==> config.mk <==
export PLATFORM = sky130hd
export DESIGN_NAME = mca_bridge
export DESIGN_NICKNAME = d
export VERILOG_FILES = /design/src/mca_pkg.sv /design/src/mca_bridge.sv /design/src/mca_fabric.sv
export SDC_FILE = /design/constraint.sdc
export NUM_CORES = 1
export LEC_CHECK = 0
export ABC_AREA = 1
export BUFFER_PORTS_ARGS = -buffer_cell sky130_fd_sc_hd__buf_2
export CORE_ASPECT_RATIO = 2
export CORE_MARGIN = 1.5
export CORE_UTILIZATION = 35
export CTS_CLUSTER_DIAMETER = 200
export CTS_CLUSTER_SIZE = 16
export DETAILED_ROUTE_END_ITERATION = 8
export PLACE_DENSITY_LB_ADDON = 0.2
export SLEW_MARGIN = 10
export SYNTH_ARGS = -nofsm -noshare
export SYNTH_HDL_FRONTEND = slang
export SYNTH_SLANG_ARGS = --single-unit
export TNS_END_PERCENT = 30
==> constraint.sdc <==
create_clock -name clk -period 2 [get_ports clk]
set_clock_uncertainty 0.2 [all_clocks]
set_input_delay 0.3 -clock clk [delete_from_list [all_inputs] [get_ports clk]]
set_output_delay 0.3 -clock clk [all_outputs]
set_load 0.005 [all_outputs]
==> src/mca_pkg.sv <==
package mca_pkg;
   // Data and address widths of the configuration path
   localparam int DATA_W = 32;
   localparam int ADDR_W = 32;
   localparam int OFFS_W = 24;
   localparam int TAG_W  = 8;
   localparam int HOP_MSB = 31;
   localparam int HOP_LSB = 24;
   localparam int WIN_W  = 10;
   localparam int RADDR_W = 34;
   localparam int SIZE_W = 8;

   // Response codes as carried on the lightweight memory-mapped port
   localparam logic [1:0] RESP_OKAY   = 2'h0;
   localparam logic [1:0] RESP_SLVERR = 2'h2;

   // Size field holding bytes minus one; a single word is four bytes
   localparam logic [SIZE_W-1:0] SIZE_WORD = 8'h03;

   // Reset value of the transaction tag
   localparam logic [TAG_W-1:0] TAG_RESET = 8'h00;

   // Offset split between the three register slaves
   localparam logic [OFFS_W-1:0] QUEUE_BASE = 24'h000400;
   localparam logic [OFFS_W-1:0] LINK_BASE  = 24'h000800;
   localparam logic [OFFS_W-1:0] LINK_END   = 24'h000C00;

   // Remote request kinds
   typedef enum logic [1:0] {
      MCA_KIND_NREAD,
      MCA_KIND_NWRITE,
      MCA_KIND_NWRITE_R,
      MCA_KIND_OTHER
   } mca_kind_t;

   // Slave selection of the fabric
   typedef enum logic [1:0] {
      MCA_SEL_TRANS,
      MCA_SEL_QUEUE,
      MCA_SEL_LINK
   } mca_sel_t;
endpackage

==> src/mca_bridge.sv <==
`timescale 1ns/1ps
// Summary of operation
// - Only single 32-bit word accesses exist
// - Unassigned offsets complete normally, no error
// - Writes to read-only registers complete without error
// - Forward write once address and data taken
// - Write status returned on write-response channel
// - Block new write until response handed over
// - Forward read as soon as address taken
// - Block new read until response handed over
// - Read status and data on read-response channel
// - One read and one write outstanding together
// - Window-base match turns NREAD/NWRITE into maintenance
// - Remote write issued, then write response sent
// - Remote read gets exactly one read response
// - Fabric routes by offset to three slaves
// - Slave performs access and replies with status
// - Response built from request; data only good reads
// - Window hit of other types answered with error
// - Errored write leaves register unchanged
// - Size other than one word gives error
// - Nonzero top byte goes remote, hop minus one
// - Two lowest address bits ignored
// - Transaction tag starts at zero, increments
module mca_bridge (
   // Clock and reset
   input  wire logic                        clk,
   input  wire logic                        nrst,
   input  wire logic                        ce,
   // Maintenance port, write address and data
   input  wire logic                        maint_awvalid,
   output logic                             maint_awready,
   input  wire logic [mca_pkg::ADDR_W-1:0]  maint_awaddr,
   input  wire logic                        maint_wvalid,
   output logic                             maint_wready,
   input  wire logic [mca_pkg::DATA_W-1:0]  maint_wdata,
   // Maintenance port, write response
   output logic                             maint_bvalid,
   input  wire logic                        maint_bready,
   output logic [1:0]                       maint_bresp,
   // Maintenance port, read address
   input  wire logic                        maint_arvalid,
   output logic                             maint_arready,
   input  wire logic [mca_pkg::ADDR_W-1:0]  maint_araddr,
   // Maintenance port, read response
   output logic                             maint_rvalid,
   input  wire logic                        maint_rready,
   output logic [1:0]                       maint_rresp,
   output logic [mca_pkg::DATA_W-1:0]       maint_rdata,
   // Remote maintenance request out to the link
   output logic                             rmt_req_valid,
   input  wire logic                        rmt_req_ready,
   output logic                             rmt_req_write,
   output logic [7:0]                       rmt_req_hop,
   output logic [mca_pkg::TAG_W-1:0]        rmt_req_tag,
   output logic [mca_pkg::OFFS_W-1:0]       rmt_req_offs,
   output logic [mca_pkg::DATA_W-1:0]       rmt_req_data,
   // Remote maintenance response back from the link
   input  wire logic                        rmt_rsp_valid,
   input  wire logic                        rmt_rsp_write,
   input  wire logic [mca_pkg::TAG_W-1:0]   rmt_rsp_tag,
   input  wire logic                        rmt_rsp_err,
   input  wire logic [mca_pkg::DATA_W-1:0]  rmt_rsp_data,
   // Incoming request from the link partner
   input  wire logic                        in_valid,
   output logic                             in_ready,
   input  wire logic                        in_maint,
   input  wire logic                        in_write,
   input  wire mca_pkg::mca_kind_t          in_kind,
   input  wire logic [mca_pkg::SIZE_W-1:0]  in_size,
   input  wire logic [mca_pkg::RADDR_W-1:0] in_addr,
   input  wire logic [1:0]                  in_xamsbs,
   input  wire logic [mca_pkg::TAG_W-1:0]   in_tag,
   input  wire logic [mca_pkg::DATA_W-1:0]  in_data,
   input  wire logic [mca_pkg::WIN_W-1:0]   local_window_base,
   // Maintenance response to the link partner
   output logic                             out_valid,
   input  wire logic                        out_ready,
   output logic                             out_write,
   output logic [mca_pkg::TAG_W-1:0]        out_tag,
   output logic                             out_err,
   output logic                             out_has_data,
   output logic [mca_pkg::DATA_W-1:0]       out_data,
   // Register slave side, shared reply bus
   output logic [2:0]                       slv_sel,
   output logic                             slv_write,
   output logic [mca_pkg::OFFS_W-1:0]       slv_offs,
   output logic [mca_pkg::DATA_W-1:0]       slv_wdata,
   input  wire logic                        slv_done,
   input  wire logic [1:0]                  slv_resp,
   input  wire logic [mca_pkg::DATA_W-1:0]  slv_rdata
);
   // Who owns the configuration master right now
   typedef enum logic [1:0] {MCA_O_NONE, MCA_O_WR, MCA_O_RD, MCA_O_IN}
      mca_own_t;

   // Write path state
   logic                         aw_have_q, aw_have_d, w_have_q, w_have_d;
   logic                         wbusy_q, wbusy_d, wrmt_q, wrmt_d;
   logic [mca_pkg::ADDR_W-1:0]   awaddr_q, awaddr_d;
   logic [mca_pkg::DATA_W-1:0]   wdata_q, wdata_d;
   logic [1:0]                   bresp_q, bresp_d;
   logic                         bvalid_q, bvalid_d, wsent_q, wsent_d;
   // Read path state
   logic                         rbusy_q, rbusy_d, rrmt_q, rrmt_d;
   logic                         rsent_q, rsent_d;
   logic [mca_pkg::ADDR_W-1:0]   araddr_q, araddr_d;
   logic [1:0]                   rresp_q, rresp_d;
   logic [mca_pkg::DATA_W-1:0]   rdata_q, rdata_d;
   logic                         rvalid_q, rvalid_d;
   logic [mca_pkg::TAG_W-1:0]    wtag_q, wtag_d, rtag_q, rtag_d;
   logic [mca_pkg::TAG_W-1:0]    tag_q, tag_d;
   // Incoming request state
   logic                         ibusy_q, ibusy_d, iwr_q, iwr_d;
   logic                         ierr_q, ierr_d, ivalid_q, ivalid_d;
   logic [mca_pkg::TAG_W-1:0]    itag_q, itag_d;
   logic [mca_pkg::OFFS_W-1:0]   ioffs_q, ioffs_d;
   logic [mca_pkg::DATA_W-1:0]   idata_q, idata_d, odata_q, odata_d;
   logic                         ohas_q, ohas_d;
   mca_own_t                     own_q, own_d;
   // Fabric handshake and request decode
   logic                         f_valid, f_ready, f_rsp_valid, f_write;
   logic [mca_pkg::OFFS_W-1:0]   f_offs;
   logic                         win_hit, in_take, in_bad, wr_go, rd_go;
   logic                         aw_take, w_take, ar_take, slv_err;

   // Handshakes: each channel refuses while its access is pending
   assign maint_awready = !aw_have_q && !wbusy_q;
   assign maint_wready  = !w_have_q && !wbusy_q;
   assign maint_arready = !rbusy_q;
   assign aw_take = maint_awvalid && maint_awready;
   assign w_take  = maint_wvalid && maint_wready;
   assign ar_take = maint_arvalid && maint_arready;
   assign in_ready = !ibusy_q;
   assign in_take  = in_valid && in_ready;
   assign maint_bvalid = bvalid_q;
   assign maint_bresp  = bresp_q;
   assign maint_rvalid = rvalid_q;
   assign maint_rresp  = rresp_q;
   assign maint_rdata  = rdata_q;
   assign out_valid    = ivalid_q;
   assign out_write    = iwr_q;
   assign out_tag      = itag_q;
   assign out_err      = ierr_q;
   assign out_has_data = ohas_q;
   assign out_data     = odata_q;
   assign slv_err = (slv_resp != mca_pkg::RESP_OKAY);

   // Window match on the two extended bits and the top eight address bits
   assign win_hit = ({in_xamsbs, in_addr[mca_pkg::RADDR_W-1 -: 8]}
                     == local_window_base);
   // Non-maintenance requests of other kinds and any size but one word give an error
   assign in_bad = (!in_maint && in_kind == mca_pkg::MCA_KIND_OTHER)
                   || (in_size != mca_pkg::SIZE_WORD);

   // Write ready once both beats are held; reads go as soon as address held
   assign wr_go = wbusy_q && !wsent_q;
   assign rd_go = rbusy_q && !rsent_q;

   // Remote request carries the decremented hop and the running tag
   assign rmt_req_valid = rmt_req_write || (rd_go && rrmt_q);
   assign rmt_req_write = wr_go && wrmt_q;
   assign rmt_req_hop   = rmt_req_write ? awaddr_q[31:24] - 8'h01
                                        : araddr_q[31:24] - 8'h01;
   assign rmt_req_tag   = tag_q;
   assign rmt_req_offs  = rmt_req_write ? {awaddr_q[23:2], 2'h0}
                                        : {araddr_q[23:2], 2'h0};
   assign rmt_req_data  = wdata_q;

   // Master request to the fabric, owner held until its reply is taken
   always_comb begin
      f_valid = 1'b0;
      f_write = 1'b0;
      f_offs  = '0;
      unique case (own_q)
         MCA_O_WR: begin
            f_valid = 1'b1;
            f_write = 1'b1;
            f_offs  = {awaddr_q[23:2], 2'h0};
         end
         MCA_O_RD: begin
            f_valid = 1'b1;
            f_offs  = {araddr_q[23:2], 2'h0};
         end
         MCA_O_IN: begin
            f_valid = 1'b1;
            f_write = iwr_q;
            f_offs  = {ioffs_q[23:2], 2'h0};
         end
         MCA_O_NONE: begin
            f_valid = 1'b0;
         end
      endcase
   end
   assign slv_wdata = (own_q == MCA_O_IN) ? idata_q : wdata_q;

   mca_fabric u_fabric (
      .clk       (clk),
      .nrst      (nrst),
      .ce        (ce),
      .req_valid (f_valid && f_ready),
      .req_ready (f_ready),
      .req_write (f_write),
      .req_offs  (f_offs),
      .rsp_valid (f_rsp_valid),
      .rsp_ready (1'b1),
      .slv_sel   (slv_sel),
      .slv_write (slv_write),
      .slv_offs  (slv_offs),
      .slv_done  (slv_done)
   );

   // Next state of both user paths, the incoming path and the master owner
   always_comb begin
      aw_have_d = aw_have_q; w_have_d = w_have_q; wbusy_d = wbusy_q;
      wrmt_d = wrmt_q; awaddr_d = awaddr_q; wdata_d = wdata_q;
      bresp_d = bresp_q; bvalid_d = bvalid_q; wsent_d = wsent_q;
      rbusy_d = rbusy_q; rrmt_d = rrmt_q; rsent_d = rsent_q;
      araddr_d = araddr_q; rresp_d = rresp_q; rdata_d = rdata_q;
      rvalid_d = rvalid_q; wtag_d = wtag_q; rtag_d = rtag_q; tag_d = tag_q;
      ibusy_d = ibusy_q; iwr_d = iwr_q; ierr_d = ierr_q; ivalid_d = ivalid_q;
      itag_d = itag_q; ioffs_d = ioffs_q; idata_d = idata_q;
      odata_d = odata_q; ohas_d = ohas_q; own_d = own_q;
      // Capture the beats; the two may come in either order
      if (aw_take) begin
         aw_have_d = 1'b1;
         awaddr_d  = maint_awaddr;
      end
      if (w_take) begin
         w_have_d = 1'b1;
         wdata_d  = maint_wdata;
      end
      if ((aw_have_q || aw_take) && (w_have_q || w_take) && !wbusy_q) begin
         wbusy_d = 1'b1;
         wsent_d = 1'b0;
         wrmt_d  = aw_take ? (maint_awaddr[31:24] != 8'h00)
                           : (awaddr_q[31:24] != 8'h00);
      end
      if (ar_take) begin
         rbusy_d  = 1'b1;
         rsent_d  = 1'b0;
         araddr_d = maint_araddr;
         rrmt_d   = (maint_araddr[31:24] != 8'h00);
      end
      // Remote requests: tag advances once per request sent
      if (rmt_req_valid && rmt_req_ready) begin
         tag_d = tag_q + 8'h01;
         if (rmt_req_write) begin
            wsent_d = 1'b1;
            wtag_d  = tag_q;
         end else begin
            rsent_d = 1'b1;
            rtag_d  = tag_q;
         end
      end
      // Remote responses matched by tag
      if (rmt_rsp_valid && rmt_rsp_write && wbusy_q && wrmt_q && wsent_q
          && rmt_rsp_tag == wtag_q && !bvalid_q) begin
         bvalid_d = 1'b1;
         bresp_d  = rmt_rsp_err ? mca_pkg::RESP_SLVERR : mca_pkg::RESP_OKAY;
      end
      if (rmt_rsp_valid && !rmt_rsp_write && rbusy_q && rrmt_q && rsent_q
          && rmt_rsp_tag == rtag_q && !rvalid_q) begin
         rvalid_d = 1'b1;
         rresp_d  = rmt_rsp_err ? mca_pkg::RESP_SLVERR : mca_pkg::RESP_OKAY;
         rdata_d  = rmt_rsp_data;
      end
      // Accept an incoming request; errored ones skip the fabric
      if (in_take && (in_maint || win_hit)) begin
         ibusy_d = 1'b1;
         iwr_d   = in_maint ? in_write : (in_kind != mca_pkg::MCA_KIND_NREAD);
         itag_d  = in_tag;
         ioffs_d = in_addr[mca_pkg::OFFS_W-1:0];
         idata_d = in_data;
         ierr_d  = in_bad;
         if (in_bad) begin
            ivalid_d = 1'b1;
            ohas_d   = 1'b0;
         end
      end
      // Grant the configuration master; user write first, then read, then link
      if (own_q == MCA_O_NONE && f_ready) begin
         if (wr_go && !wrmt_q)
            own_d = MCA_O_WR;
         else if (rd_go && !rrmt_q)
            own_d = MCA_O_RD;
         else if (ibusy_q && !ivalid_q)
            own_d = MCA_O_IN;
      end else if (own_q != MCA_O_NONE && f_rsp_valid) begin
         own_d = MCA_O_NONE;
         unique case (own_q)
            MCA_O_WR: begin
               wsent_d  = 1'b1;
               bvalid_d = 1'b1;
               bresp_d  = slv_err ? mca_pkg::RESP_SLVERR
                                  : mca_pkg::RESP_OKAY;
            end
            MCA_O_RD: begin
               rsent_d  = 1'b1;
               rvalid_d = 1'b1;
               rresp_d  = slv_err ? mca_pkg::RESP_SLVERR : mca_pkg::RESP_OKAY;
               rdata_d  = slv_rdata;
            end
            MCA_O_IN: begin
               ivalid_d = 1'b1;
               ierr_d   = slv_err;
               ohas_d   = !iwr_q && !slv_err;
               odata_d  = slv_rdata;
            end
            MCA_O_NONE: begin
               own_d = MCA_O_NONE;
            end
         endcase
      end
      // Hand-over frees each path independently
      if (bvalid_q && maint_bready) begin
         bvalid_d = 1'b0; aw_have_d = 1'b0; w_have_d = 1'b0; wbusy_d = 1'b0;
      end
      if (rvalid_q && maint_rready) begin
         rvalid_d = 1'b0; rbusy_d = 1'b0;
      end
      if (ivalid_q && out_ready) begin
         ivalid_d = 1'b0; ibusy_d = 1'b0;
      end
   end

   // Registers of all paths
   always_ff @(posedge clk or negedge nrst) begin
      if (!nrst) begin
         aw_have_q <= 1'b0; w_have_q <= 1'b0; wbusy_q <= 1'b0;
         wrmt_q <= 1'b0; awaddr_q <= '0; wdata_q <= '0;
         bresp_q <= mca_pkg::RESP_OKAY; bvalid_q <= 1'b0; wsent_q <= 1'b0;
         rbusy_q <= 1'b0; rrmt_q <= 1'b0; rsent_q <= 1'b0; araddr_q <= '0;
         rresp_q <= mca_pkg::RESP_OKAY; rdata_q <= '0; rvalid_q <= 1'b0;
         wtag_q <= '0; rtag_q <= '0; tag_q <= mca_pkg::TAG_RESET;
         ibusy_q <= 1'b0; iwr_q <= 1'b0; ierr_q <= 1'b0; ivalid_q <= 1'b0;
         itag_q <= '0; ioffs_q <= '0; idata_q <= '0; odata_q <= '0;
         ohas_q <= 1'b0; own_q <= MCA_O_NONE;
      end else if (ce) begin
         aw_have_q <= aw_have_d; w_have_q <= w_have_d; wbusy_q <= wbusy_d;
         wrmt_q <= wrmt_d; awaddr_q <= awaddr_d; wdata_q <= wdata_d;
         bresp_q <= bresp_d; bvalid_q <= bvalid_d; wsent_q <= wsent_d;
         rbusy_q <= rbusy_d; rrmt_q <= rrmt_d; rsent_q <= rsent_d;
         araddr_q <= araddr_d; rresp_q <= rresp_d; rdata_q <= rdata_d;
         rvalid_q <= rvalid_d; wtag_q <= wtag_d; rtag_q <= rtag_d;
         tag_q <= tag_d; ibusy_q <= ibusy_d; iwr_q <= iwr_d;
         ierr_q <= ierr_d; ivalid_q <= ivalid_d; itag_q <= itag_d;
         ioffs_q <= ioffs_d; idata_q <= idata_d; odata_q <= odata_d;
         ohas_q <= ohas_d; own_q <= own_d;
      end
   end
endmodule

==> src/mca_fabric.sv <==
`timescale 1ns/1ps
// Routes one 32-bit access at a time to one of three register slaves
module mca_fabric (
   // Clock and reset
   input  wire logic                        clk,
   input  wire logic                        nrst,
   input  wire logic                        ce,
   // Request from the configuration master
   input  wire logic                        req_valid,
   output logic                             req_ready,
   input  wire logic                        req_write,
   input  wire logic [mca_pkg::OFFS_W-1:0]  req_offs,
   // Reply to the configuration master
   output logic                             rsp_valid,
   input  wire logic                        rsp_ready,
   // Slave request strobes, one per slave
   output logic [2:0]                       slv_sel,
   output logic                             slv_write,
   output logic [mca_pkg::OFFS_W-1:0]       slv_offs,
   // Slave reply (the three slaves share one reply bus)
   input  wire logic                        slv_done
);
   typedef enum logic [1:0] {MCA_F_IDLE, MCA_F_WAIT, MCA_F_RESP} mca_fst_t;
   mca_fst_t                       st_q, st_d;
   logic [2:0]                     sel_q, sel_d;
   logic                           wr_q, wr_d;
   logic [mca_pkg::OFFS_W-1:0]     offs_q, offs_d;

   assign req_ready = (st_q == MCA_F_IDLE);
   assign rsp_valid = (st_q == MCA_F_RESP);
   assign slv_sel   = (st_q == MCA_F_WAIT) ? sel_q : 3'h0;
   assign slv_write = wr_q;
   assign slv_offs  = offs_q;

   // Decode the offset into one slave; unassigned offsets go to the link slave
   always_comb begin
      st_d   = st_q;
      sel_d  = sel_q;
      wr_d   = wr_q;
      offs_d = offs_q;
      unique case (st_q)
         MCA_F_IDLE: begin
            if (req_valid) begin
               wr_d   = req_write;
               offs_d = req_offs;
               st_d   = MCA_F_WAIT;
               if (req_offs < mca_pkg::QUEUE_BASE)
                  sel_d = 3'h1;
               else if (req_offs < mca_pkg::LINK_BASE)
                  sel_d = 3'h2;
               else
                  sel_d = 3'h4;
            end
         end
         MCA_F_WAIT: begin
            if (slv_done) begin
               st_d = MCA_F_RESP;
            end
         end
         MCA_F_RESP: begin
            if (rsp_ready) begin
               st_d = MCA_F_IDLE;
            end
         end
      endcase
   end

   // State registers
   always_ff @(posedge clk or negedge nrst) begin
      if (!nrst) begin
         st_q   <= MCA_F_IDLE;
         sel_q  <= 3'h0;
         wr_q   <= 1'b0;
         offs_q <= '0;
      end else if (ce) begin
         st_q   <= st_d;
         sel_q  <= sel_d;
         wr_q   <= wr_d;
         offs_q <= offs_d;
      end
   end
endmodule

# --- Word level (Yosys, flattened, before mapping) ---
# Cells that the tools add are included.
op_classes:
  addsub: 3
  magnitude_cmp: 2
  n_eq_ne: 13
  muxes: 80
  bitwise: 2
  n_reduce_logical: 90
ops:
  columns: ["op", "n"]
  rows:
  - ["32-bit two-way mux", 5]
  - ["24-bit case mux with 3 select lines", 1]
  - ["1-bit two-way mux", 49]
  - ["1-bit logical AND", 37]
  - ["2-bit two-way mux", 17]
  - ["24-bit by 11-bit less-than comparator with 1-bit output, second input constant", 1]
  - ["24-bit by 12-bit less-than comparator with 1-bit output, second input constant", 1]
  - ["24-bit two-way mux", 1]
  - ["8-bit nonzero test", 3]
  - ["2-bit AND reduction", 11]
  - ["2-bit nonzero test", 9]
  - ["8-bit equality test", 2]
  - ["1-bit zero test", 16]
  - ["8-bit by 1-bit subtractor with 8-bit output, second input constant", 2]
  - ["3-bit AND reduction", 5]
  - ["10-bit equality test", 1]
  - ["3-bit two-way mux", 3]
  - ["8-bit by 1-bit adder with 8-bit output, second input constant", 1]
  - ["2-bit equality test, second input constant", 4]
  - ["8-bit two-way mux", 1]
  - ["8-bit by 2-bit inequality test with 1-bit output, second input constant", 1]
  - ["2-bit case mux with 3 select lines", 1]
  - ["1-bit logical OR", 5]
  - ["2-bit by 1-bit equality test with 1-bit output, second input constant", 2]
  - ["8 further kinds", 11]
totals:
  ff_bits: 299
  input_bits: 283
  output_inout_bits: 220
  elab_cells: 223

# --- Depth between registers and ports, before layout ---
# Gate-level depths: netlist of run 1.
depth:
  word_depth: 12
  ltp_mapped: 13
  ltp_nobuf: 12

# --- Modules after synthesis ---
# Synthesis of run 1 repeated with hierarchy kept, for this count alone.
unflattened:
  hier_cells: 1707
  hier_area_um2: 14141.1
by_module_without_submodules:
  columns: ["module", "instances", "cells_each", "area_per_inst_um2", "seq_area_each_um2"]
  rows:
  - ["mca_bridge", 1, 1544, 12792.3, 6581.3]
  - ["mca_fabric", 1, 163, 1348.8, 750.7]

# --- Worst setup path after synthesis of run 1 ---
# OpenSTA, ideal clock, no wires.
synth_path:
  path_type: "reg2out"
  from: "reg wsent_q"
  to: "out rmt_req_hop[6]"
  arrival_time_ps: 1541
  required_time_ps: 1500
  setup_slack_ps: -41
  stages_incl_launch_ff: 11
  path_buffers: 2
  cell_sequence: "dfrtp_1 -> inv_1 -> nand3_4 -> buf_6 -> buf_6 -> nand2_1 -> nand2_1 -> inv_1 -> ha_1 -> nand4_1 -> xor2_1"
synth_between:
  elab_chain_cells: 4
synth_lines:
  columns: ["item", "line_no", "rtl"]
  rows:
  - ["from (decl)", "mca_bridge.sv:103", "logic bvalid_q, bvalid_d, wsent_q, wsent_d;"]
  - ["from (signal assigned)", "mca_bridge.sv:342", "bresp_q <= bresp_d; bvalid_q <= bvalid_d; wsent_q <= wsent_d;"]
  - ["1-bit zero test", "mca_bridge.sv:157", "assign wr_go = wbusy_q && !wsent_q;"]
  - ["1-bit logical AND", "mca_bridge.sv:157", null]
  - ["1-bit logical AND", "mca_bridge.sv:162", "assign rmt_req_write = wr_go && wrmt_q;"]
  - ["8-bit two-way mux", "mca_bridge.sv:163", "assign rmt_req_hop = rmt_req_write ? awaddr_q[31:24] - 8'h01"]
  - ["to (decl)", "mca_bridge.sv:54", "output logic [7:0] rmt_req_hop,"]
# No other way between the ends.

# --- Worst setup path after layout of run 1 ---
layout_path:
  from: "reg wbusy_q"
  to: "out rmt_req_hop[6]"
layout_between:
  elab_chain_cells: 3
layout_lines:
  columns: ["item", "line_no", "rtl"]
  rows:
  - ["from (decl)", "mca_bridge.sv:99", "logic wbusy_q, wbusy_d, wrmt_q, wrmt_d;"]
  - ["from (signal assigned)", "mca_bridge.sv:340", "aw_have_q <= aw_have_d; w_have_q <= w_have_d; wbusy_q <= wbusy_d;"]
  - ["1-bit logical AND", "mca_bridge.sv:157", null]
  - ["1-bit logical AND", "mca_bridge.sv:162", null]
  - ["8-bit two-way mux", "mca_bridge.sv:163", null]
# No other way between the ends.

==> metrics.cfg, run 1 <==
[run_status]
violations = negative setup slack
status = complete, but fails checks

[sta]
rsz0062_at_grt = true
fin_crit_sh = 1.32
timing.final.setup_violations = 64
worst_slack_ns = -0.643
final-hold-violation-count = 0
hold_ws_ns = 0.0370
period_minus_slack_ns = 2.64
fmax_mhz = 378
drv_slew = 0

[pwr]
total_power_mw = 26.2
p_leak_nw = 11.0
ir_worst_vdd_mv = 0.816
p_per_area_nw_per_um2 = 1230

[grt]
grt_max_degree = 70
grt_usage = 0.248
grt_pass1_wl_um = 78100
first_global_vias = 14600
grt_antenna_before_repair = 10
grt.overflow.total = 0

[layout]
regArea_um2 = 7280
drive_above_1_share = 0.346
layout.cells.most_common = buf_2
fin_nets = 2637
fillers = 3519
multi_input_area_um2 = 5720
stdcell_count = 2874
layout_common_cells = buf_2, nand2_1, dfrtp_1
final_core_util = 0.548
syn_to_final_growth_pct = 54.5

[synthesis]
synth.cell_area_um2 = 13800
synthTopCellsByArea = dfrtp_1, nand2_1, o21ai_0, mux2_2, inv_1
yosysTopAreaCellShare = 0.529
ys_seq_area_frac = 0.529
ys_warn_count = 0
syn_inst = 1568
ys_ff_latch = 291
synth_cell_types = 49
avgSynthCellArea_um2 = 8.77
synth_area_leader_cell = dfrtp_1
synth_flop_cell = dfrtp_1
synthArstFlopShare = 1.00
synth_edf_count = 0

[drt]
dr.pass1.iters = 5
viasPerCell = 4.84
drt-total-wl_um = 51900
post_drt_wl_per_cell_um = 18.1
drtIter0Drc = 527
route.detailed.drc = 0
ant_nets = 0
vias = 13900

[clocking]
cts_made_buffers = 22
clkSinkCount = 291
path_clk_slew_ns = 0.08
cts.root.buffer_cell = clkbuf_16
clock_path_buffers = 3
insertion_delay_ns = 0.54
cts_tree = done
htree_levels = 1

[floorplanning]
die_h_um = 283
design.core.area_um2 = 38800
die_area_um2 = 40600
initial_core_util = 0.355
dieWidth_um = 143
ios = 503
row_count = 102

[setup_path]
r2r_end = wrmt_q
endpoint_kind = primary output
r2r-start = wbusy_q
cp_cell_sequence = nand3_4, inv_2, or2_2, o21ai_2, inv_1, nor2_2, nand4_1, xor2_1, buf_2
critPathKind = reg -> out
cp_max_fo = 3
crit_arrival_ns = 2.14
crit_path_top_delay_cell = dfrtp_1
reg2reg_slack_ns = 0
critPathMaxStageDelay_ns = 0.42
start_kind = register
cp.required_ns = 1.50
worst_r2r_path_depth = 9

[flow_run]
max_cap_violations = 0

[placed_design]
numPortBuffers = 490
dp.cells = 2585
dp_hpwl_um = 35400
gp_congestion = 0.855

[hold_path]
hp-class = in -> async

-- synth_stat cells (3+ instances only) --
library cell / n
a21oi_1: 29
a221oi_1: 4
a22oi_1: 32
a31oi_1: 4
buf_2: 20
buf_4: 16
buf_6: 9
clkbuf_1: 31
dfrtp_1: 291
ha_1: 6
inv_1: 192
inv_2: 9
mux2_2: 74
nand2_1: 421
nand2_2: 5
nand3_1: 25
nand4_1: 9
nor2_1: 84
nor3_1: 3
nor4_1: 5
o211ai_1: 8
o21ai_0: 178
o21ai_1: 40
o221ai_1: 10
o22ai_1: 6
or2_2: 3
xnor2_1: 11
xor2_1: 13
-- cells by family after synthesis --
logic type | count (synthesis) | share of synthesized area
mux | 76 | 0.0620
fa+ha+maj | 6 | 0.00546
other cells | 1 | 0.000273
compound gates | 320 | 0.131
flops | 291 | 0.529
xor+xnor | 24 | 0.0153
buf+inv | 279 | 0.0872
simple gates | 571 | 0.170
-- what timing repair did --
action	4_1_cts	5_1_grt
hold buffers	235	0
cloned	9	1
gates resized for setup	92	100
endpoints found under the setup margin	68	167
endpoints found under the hold margin	524	0
pin swaps	5	8
buffers inserted	12	4
-- through the flow --
stage	instance area (um2)	TNS, ns	worst slack (ns)
finish	21300	-15.68	-0.643
global route	21300	-21.48	-0.834
CTS	20900	-18.63	-0.590
detailed placement	17400	-1.27	-0.0859
global placement	17400	-0.746	-0.0614
floorplan	13800	0	0.00689
-- final cells by class --
cell class,count,share of cell area
clock buffer,23,0.0271
multi-input combinational,1001,0.269
sequential,291,0.343
antenna,6,0.000706
clock inverter,1,0.000765
inverter,201,0.0356
tap,520,0.0306
timing repair buffer,831,0.294
-- per-layer routing --
metal | part of all wire | up-vias | GRT usage
met5 | 0.00064 | - | 0
met4 | 0.042 | 6 | 0.107
met3 | 0.061 | 130 | 0.0445
met2 | 0.54 | 491 | 0.475
met1 | 0.36 | 6676 | 0.255
li1 | - | 6600 | -
-- power by group --
part	total [mW]	switching (mW)	internal, mW
clock network	4.17	2.12	2.04
registers	10.0	1.63	8.37
logic	12.1	6.22	5.83
-- worst max-delay path: cells and delay by family, from the launching register on --
family | cells | cell delay (ns)
flip-flops | 1 | 0.42
buffers and inverters | 3 | 0.29
AO/OA/AOI/OAI | 1 | 0.10
AND/OR/NAND/NOR | 4 | 0.65
XOR/XNOR | 1 | 0.15
-- flip-flops by register name (all words and copies together) (netlist names), 22 cells and up --
name               count
rmt_req_data          32
ioffs_q               22
awaddr_q              30
out_data              32
araddr_q              30
maint_rdata           32
u_fabric.slv_offs     22
idata_q               32
-- how the worst max path moves through the flow --
stage / cells after the start / from / slack [ns] / to
CTS: 8 / wbusy_q / -0.59 / rmt_req_hop[5]
global placement: 9 / wrmt_q / -0.06 / rmt_req_hop[6]
finish: 9 / wbusy_q / -0.64 / rmt_req_hop[6]
global route: 9 / wbusy_q / -0.83 / rmt_req_hop[6]
floorplan: 10 / wsent_q / 0.007 / rmt_req_hop[6]
detailed placement: 8 / wrmt_q / -0.09 / rmt_req_hop[5]
Power figures use the tool's default switching activity.
==> run 2: changes to the inputs <==
--- a/config.mk
+++ b/config.mk
@@ -10,10 +10,9 @@
 export CORE_ASPECT_RATIO = 2
 export CORE_MARGIN = 1.5
 export CORE_UTILIZATION = 35
-export CTS_CLUSTER_DIAMETER = 200
 export CTS_CLUSTER_SIZE = 16
 export DETAILED_ROUTE_END_ITERATION = 8
-export PLACE_DENSITY_LB_ADDON = 0.2
+export PLACE_DENSITY = 0.6
 export SLEW_MARGIN = 10
 export SYNTH_ARGS = -nofsm -noshare
 export SYNTH_HDL_FRONTEND = slang
==> metrics.cfg, run 2 (synthesis results as in run 1) <==
[drt]
dr_wl_met2_um = 27600  ; was 28,000 um
drt-total-wl_um = 51700  ; was 51,900 um
top_layer = met4  ; was met5
ant_nets = 0  ; unchanged
met1Wirelength_um = 18300  ; was 18,600 um
dr.pass1.iters = 5  ; unchanged
met3_length_um = 2930  ; was 3170 um
drtIter0Drc = 494  ; was 527
post_drt_wl_per_cell_um = 17.7  ; was 18.1 um
vias = 14100  ; was 13,900
viasPerCell = 4.82  ; was 4.84
route.detailed.drc = 0  ; unchanged

[hold_path]
worstHoldStart = rmt_rsp_tag[6]
hp-class = in -> reg  ; was in -> async
holdPathStages = 6
min_to = maint_bvalid

[floorplanning]
row_count = 102  ; unchanged
dieWidth_um = 143  ; unchanged
ios = 503  ; unchanged
die_area_um2 = 40600  ; unchanged
initial_core_util = 0.355  ; unchanged
design.core.area_um2 = 38800  ; unchanged
die_h_um = 283  ; unchanged

[setup_path]
start_kind = register  ; unchanged
worst_r2r_path_depth = 12  ; was 9
crit_arrival_ns = 2.14  ; about the same
cp.required_ns = 1.50  ; about the same
r2r_end = wtag_q[1]  ; was wrmt_q
cp_max_fo = 7  ; was 3
r2r-start = wsent_q  ; was wbusy_q
critPathKind = reg -> out  ; unchanged
reg2reg_slack_ns = -0.11  ; was 0 ns
endpoint_kind = primary output  ; unchanged

[clocking]
clock_path_buffers = 3  ; unchanged
cts.root.buffer_cell = clkbuf_16  ; unchanged
cts_tree = done  ; unchanged
insertion_delay_ns = 0.57  ; was 0.54 ns
path_clk_slew_ns = 0.07  ; was 0.08 ns
clkSinkCount = 291  ; unchanged
htree_levels = 1  ; unchanged
cts_made_buffers = 28  ; was 22

[layout]
fillers = 3466  ; was 3,519
fin_nets = 2655  ; was 2,637
stdcell_count = 2923  ; was 2,874
layout_common_cells = buf_2, nand2_1, dfrtp_1  ; unchanged
layout.cells.most_common = buf_2  ; unchanged
final_core_util = 0.556  ; was 0.548
drive_above_1_share = 0.359  ; was 0.346
syn_to_final_growth_pct = 56.7  ; was 54.5%

[sta]
final-hold-violation-count = 0  ; unchanged
fmax_mhz = 378  ; about the same
slew_headroom = 0.421
worst_pin_slew_ns = 0.866
hold_ws_ns = 0.0344  ; was 0.0370 ns
drv_slew = 0  ; unchanged
period_minus_slack_ns = 2.64  ; about the same
fin_crit_sh = 1.32  ; about the same
worst_slack_ns = -0.643  ; about the same
rsz0062_at_grt = true  ; unchanged
timing.final.setup_violations = 78  ; was 64

[pwr]
total_power_mw = 27.4  ; was 26.2 mW
p_per_area_nw_per_um2 = 1270  ; was 1230 nW/um2
p_leak_nw = 11.1  ; was 11.0 nW
ir_worst_vdd_mv = 0.949  ; was 0.816 mV

[grt]
grt_antenna_before_repair = 14  ; was 10
first_global_vias = 14700  ; was 14,600
grt.overflow.total = 0  ; unchanged
grt_usage = 0.248  ; about the same
grt_max_degree = 67  ; was 70
grt_pass1_wl_um = 78000  ; was 78,100 um

[placed_design]
dp.cells = 2591  ; was 2,585
post-place-ws_ns = -0.143  ; was -0.0859 ns
numPortBuffers = 490  ; unchanged
gp_congestion = 0.924  ; was 0.855
dp_hpwl_um = 36000  ; was 35,400 um

[flow_run]
max_cap_violations = 0  ; unchanged

[run_status]
violations = negative setup slack  ; unchanged
status = complete, but fails checks  ; unchanged

## run 2: changes by cell type in the layout (fill, tap and decap cells not counted), moves of 4 or more
cell and change:
diode_2 +9, buf_6 +4, buf_2 +4, clkbuf_16 +5
o21ai_2 +9, clkinvlp_4 +5, o21ai_0 -7, buf_4 +13
buf_12 -6, clkinv_2 +7, clkbuf_8 +6
## run 2: report_power, final
group	internal (mW)	leakage, nW	switching (mW)
clock	2.82	0.441	2.50
sequential	8.37	3.65	1.66
combinational	5.78	7.06	6.31
## run 2: stage by stage
step                      setup TNS (ns)  cell area, um2
after detailed placement           -1.51           17300
final                             -19.67           21600
after global placement            -0.874           17300
after floorplan                        0           13800
after CTS                         -19.14           21200
after global routing              -27.73           21600
## run 2: timing repair
| item | CTS | global route |
|---|---|---|
| hold buffers | 235 | 0 |
| setup endpoints to repair | 70 | 158 |
| hold endpoints to repair | 490 | 0 |
| resized for setup | 130 | 89 |
| setup buffers | 19 | 10 |
| cloned | 6 | 1 |
| pin swaps | 11 | 6 |
## run 2: worst max path at each step
stage | from | to
3_3_place_gp | wrmt_q | rmt_req_hop[6]
4_1_cts | wsent_q | rmt_req_hop[7]
5_1_grt | wsent_q | rmt_req_hop[7]
6_report | wsent_q | rmt_req_hop[7]
3_5_place_dp | wsent_q | rmt_req_hop[6]
2_1_floorplan | wsent_q | rmt_req_hop[6]
## run 2: per-layer routing
metal | GRT usage | vias to the layer above
met4 | 0.141 | 0
met5 | 0 | -
li1 | - | 6662
met3 | 0.0407 | 156
met1 | 0.256 | 6725
met2 | 0.461 | 532
## run 2: layout make-up
type | instances | area, um2 | share of cell area
Multi-Input combinational cell | 1001 | 5750 | 0.267
Sequential cell | 291 | 7290 | 0.338
Inverter | 201 | 759 | 0.0352
Timing Repair Buffer | 843 | 6160 | 0.286
Clock inverter | 17 | 124 | 0.00575
Clock buffer | 35 | 787 | 0.0365
Antenna cell | 15 | 37.5 | 0.00174
Tap cell | 520 | 651 | 0.0302
## run 2: critical path, cell delays in order (launching register included)
cell     delay (ns)
dfrtp_1        0.40
inv_2          0.09
nand3_4        0.13
buf_6          0.15
or2_1          0.21
o21ai_2        0.07
nand2_1        0.06
nor2_1         0.08
nand3_1        0.09
xor2_1         0.14
buf_2          0.13
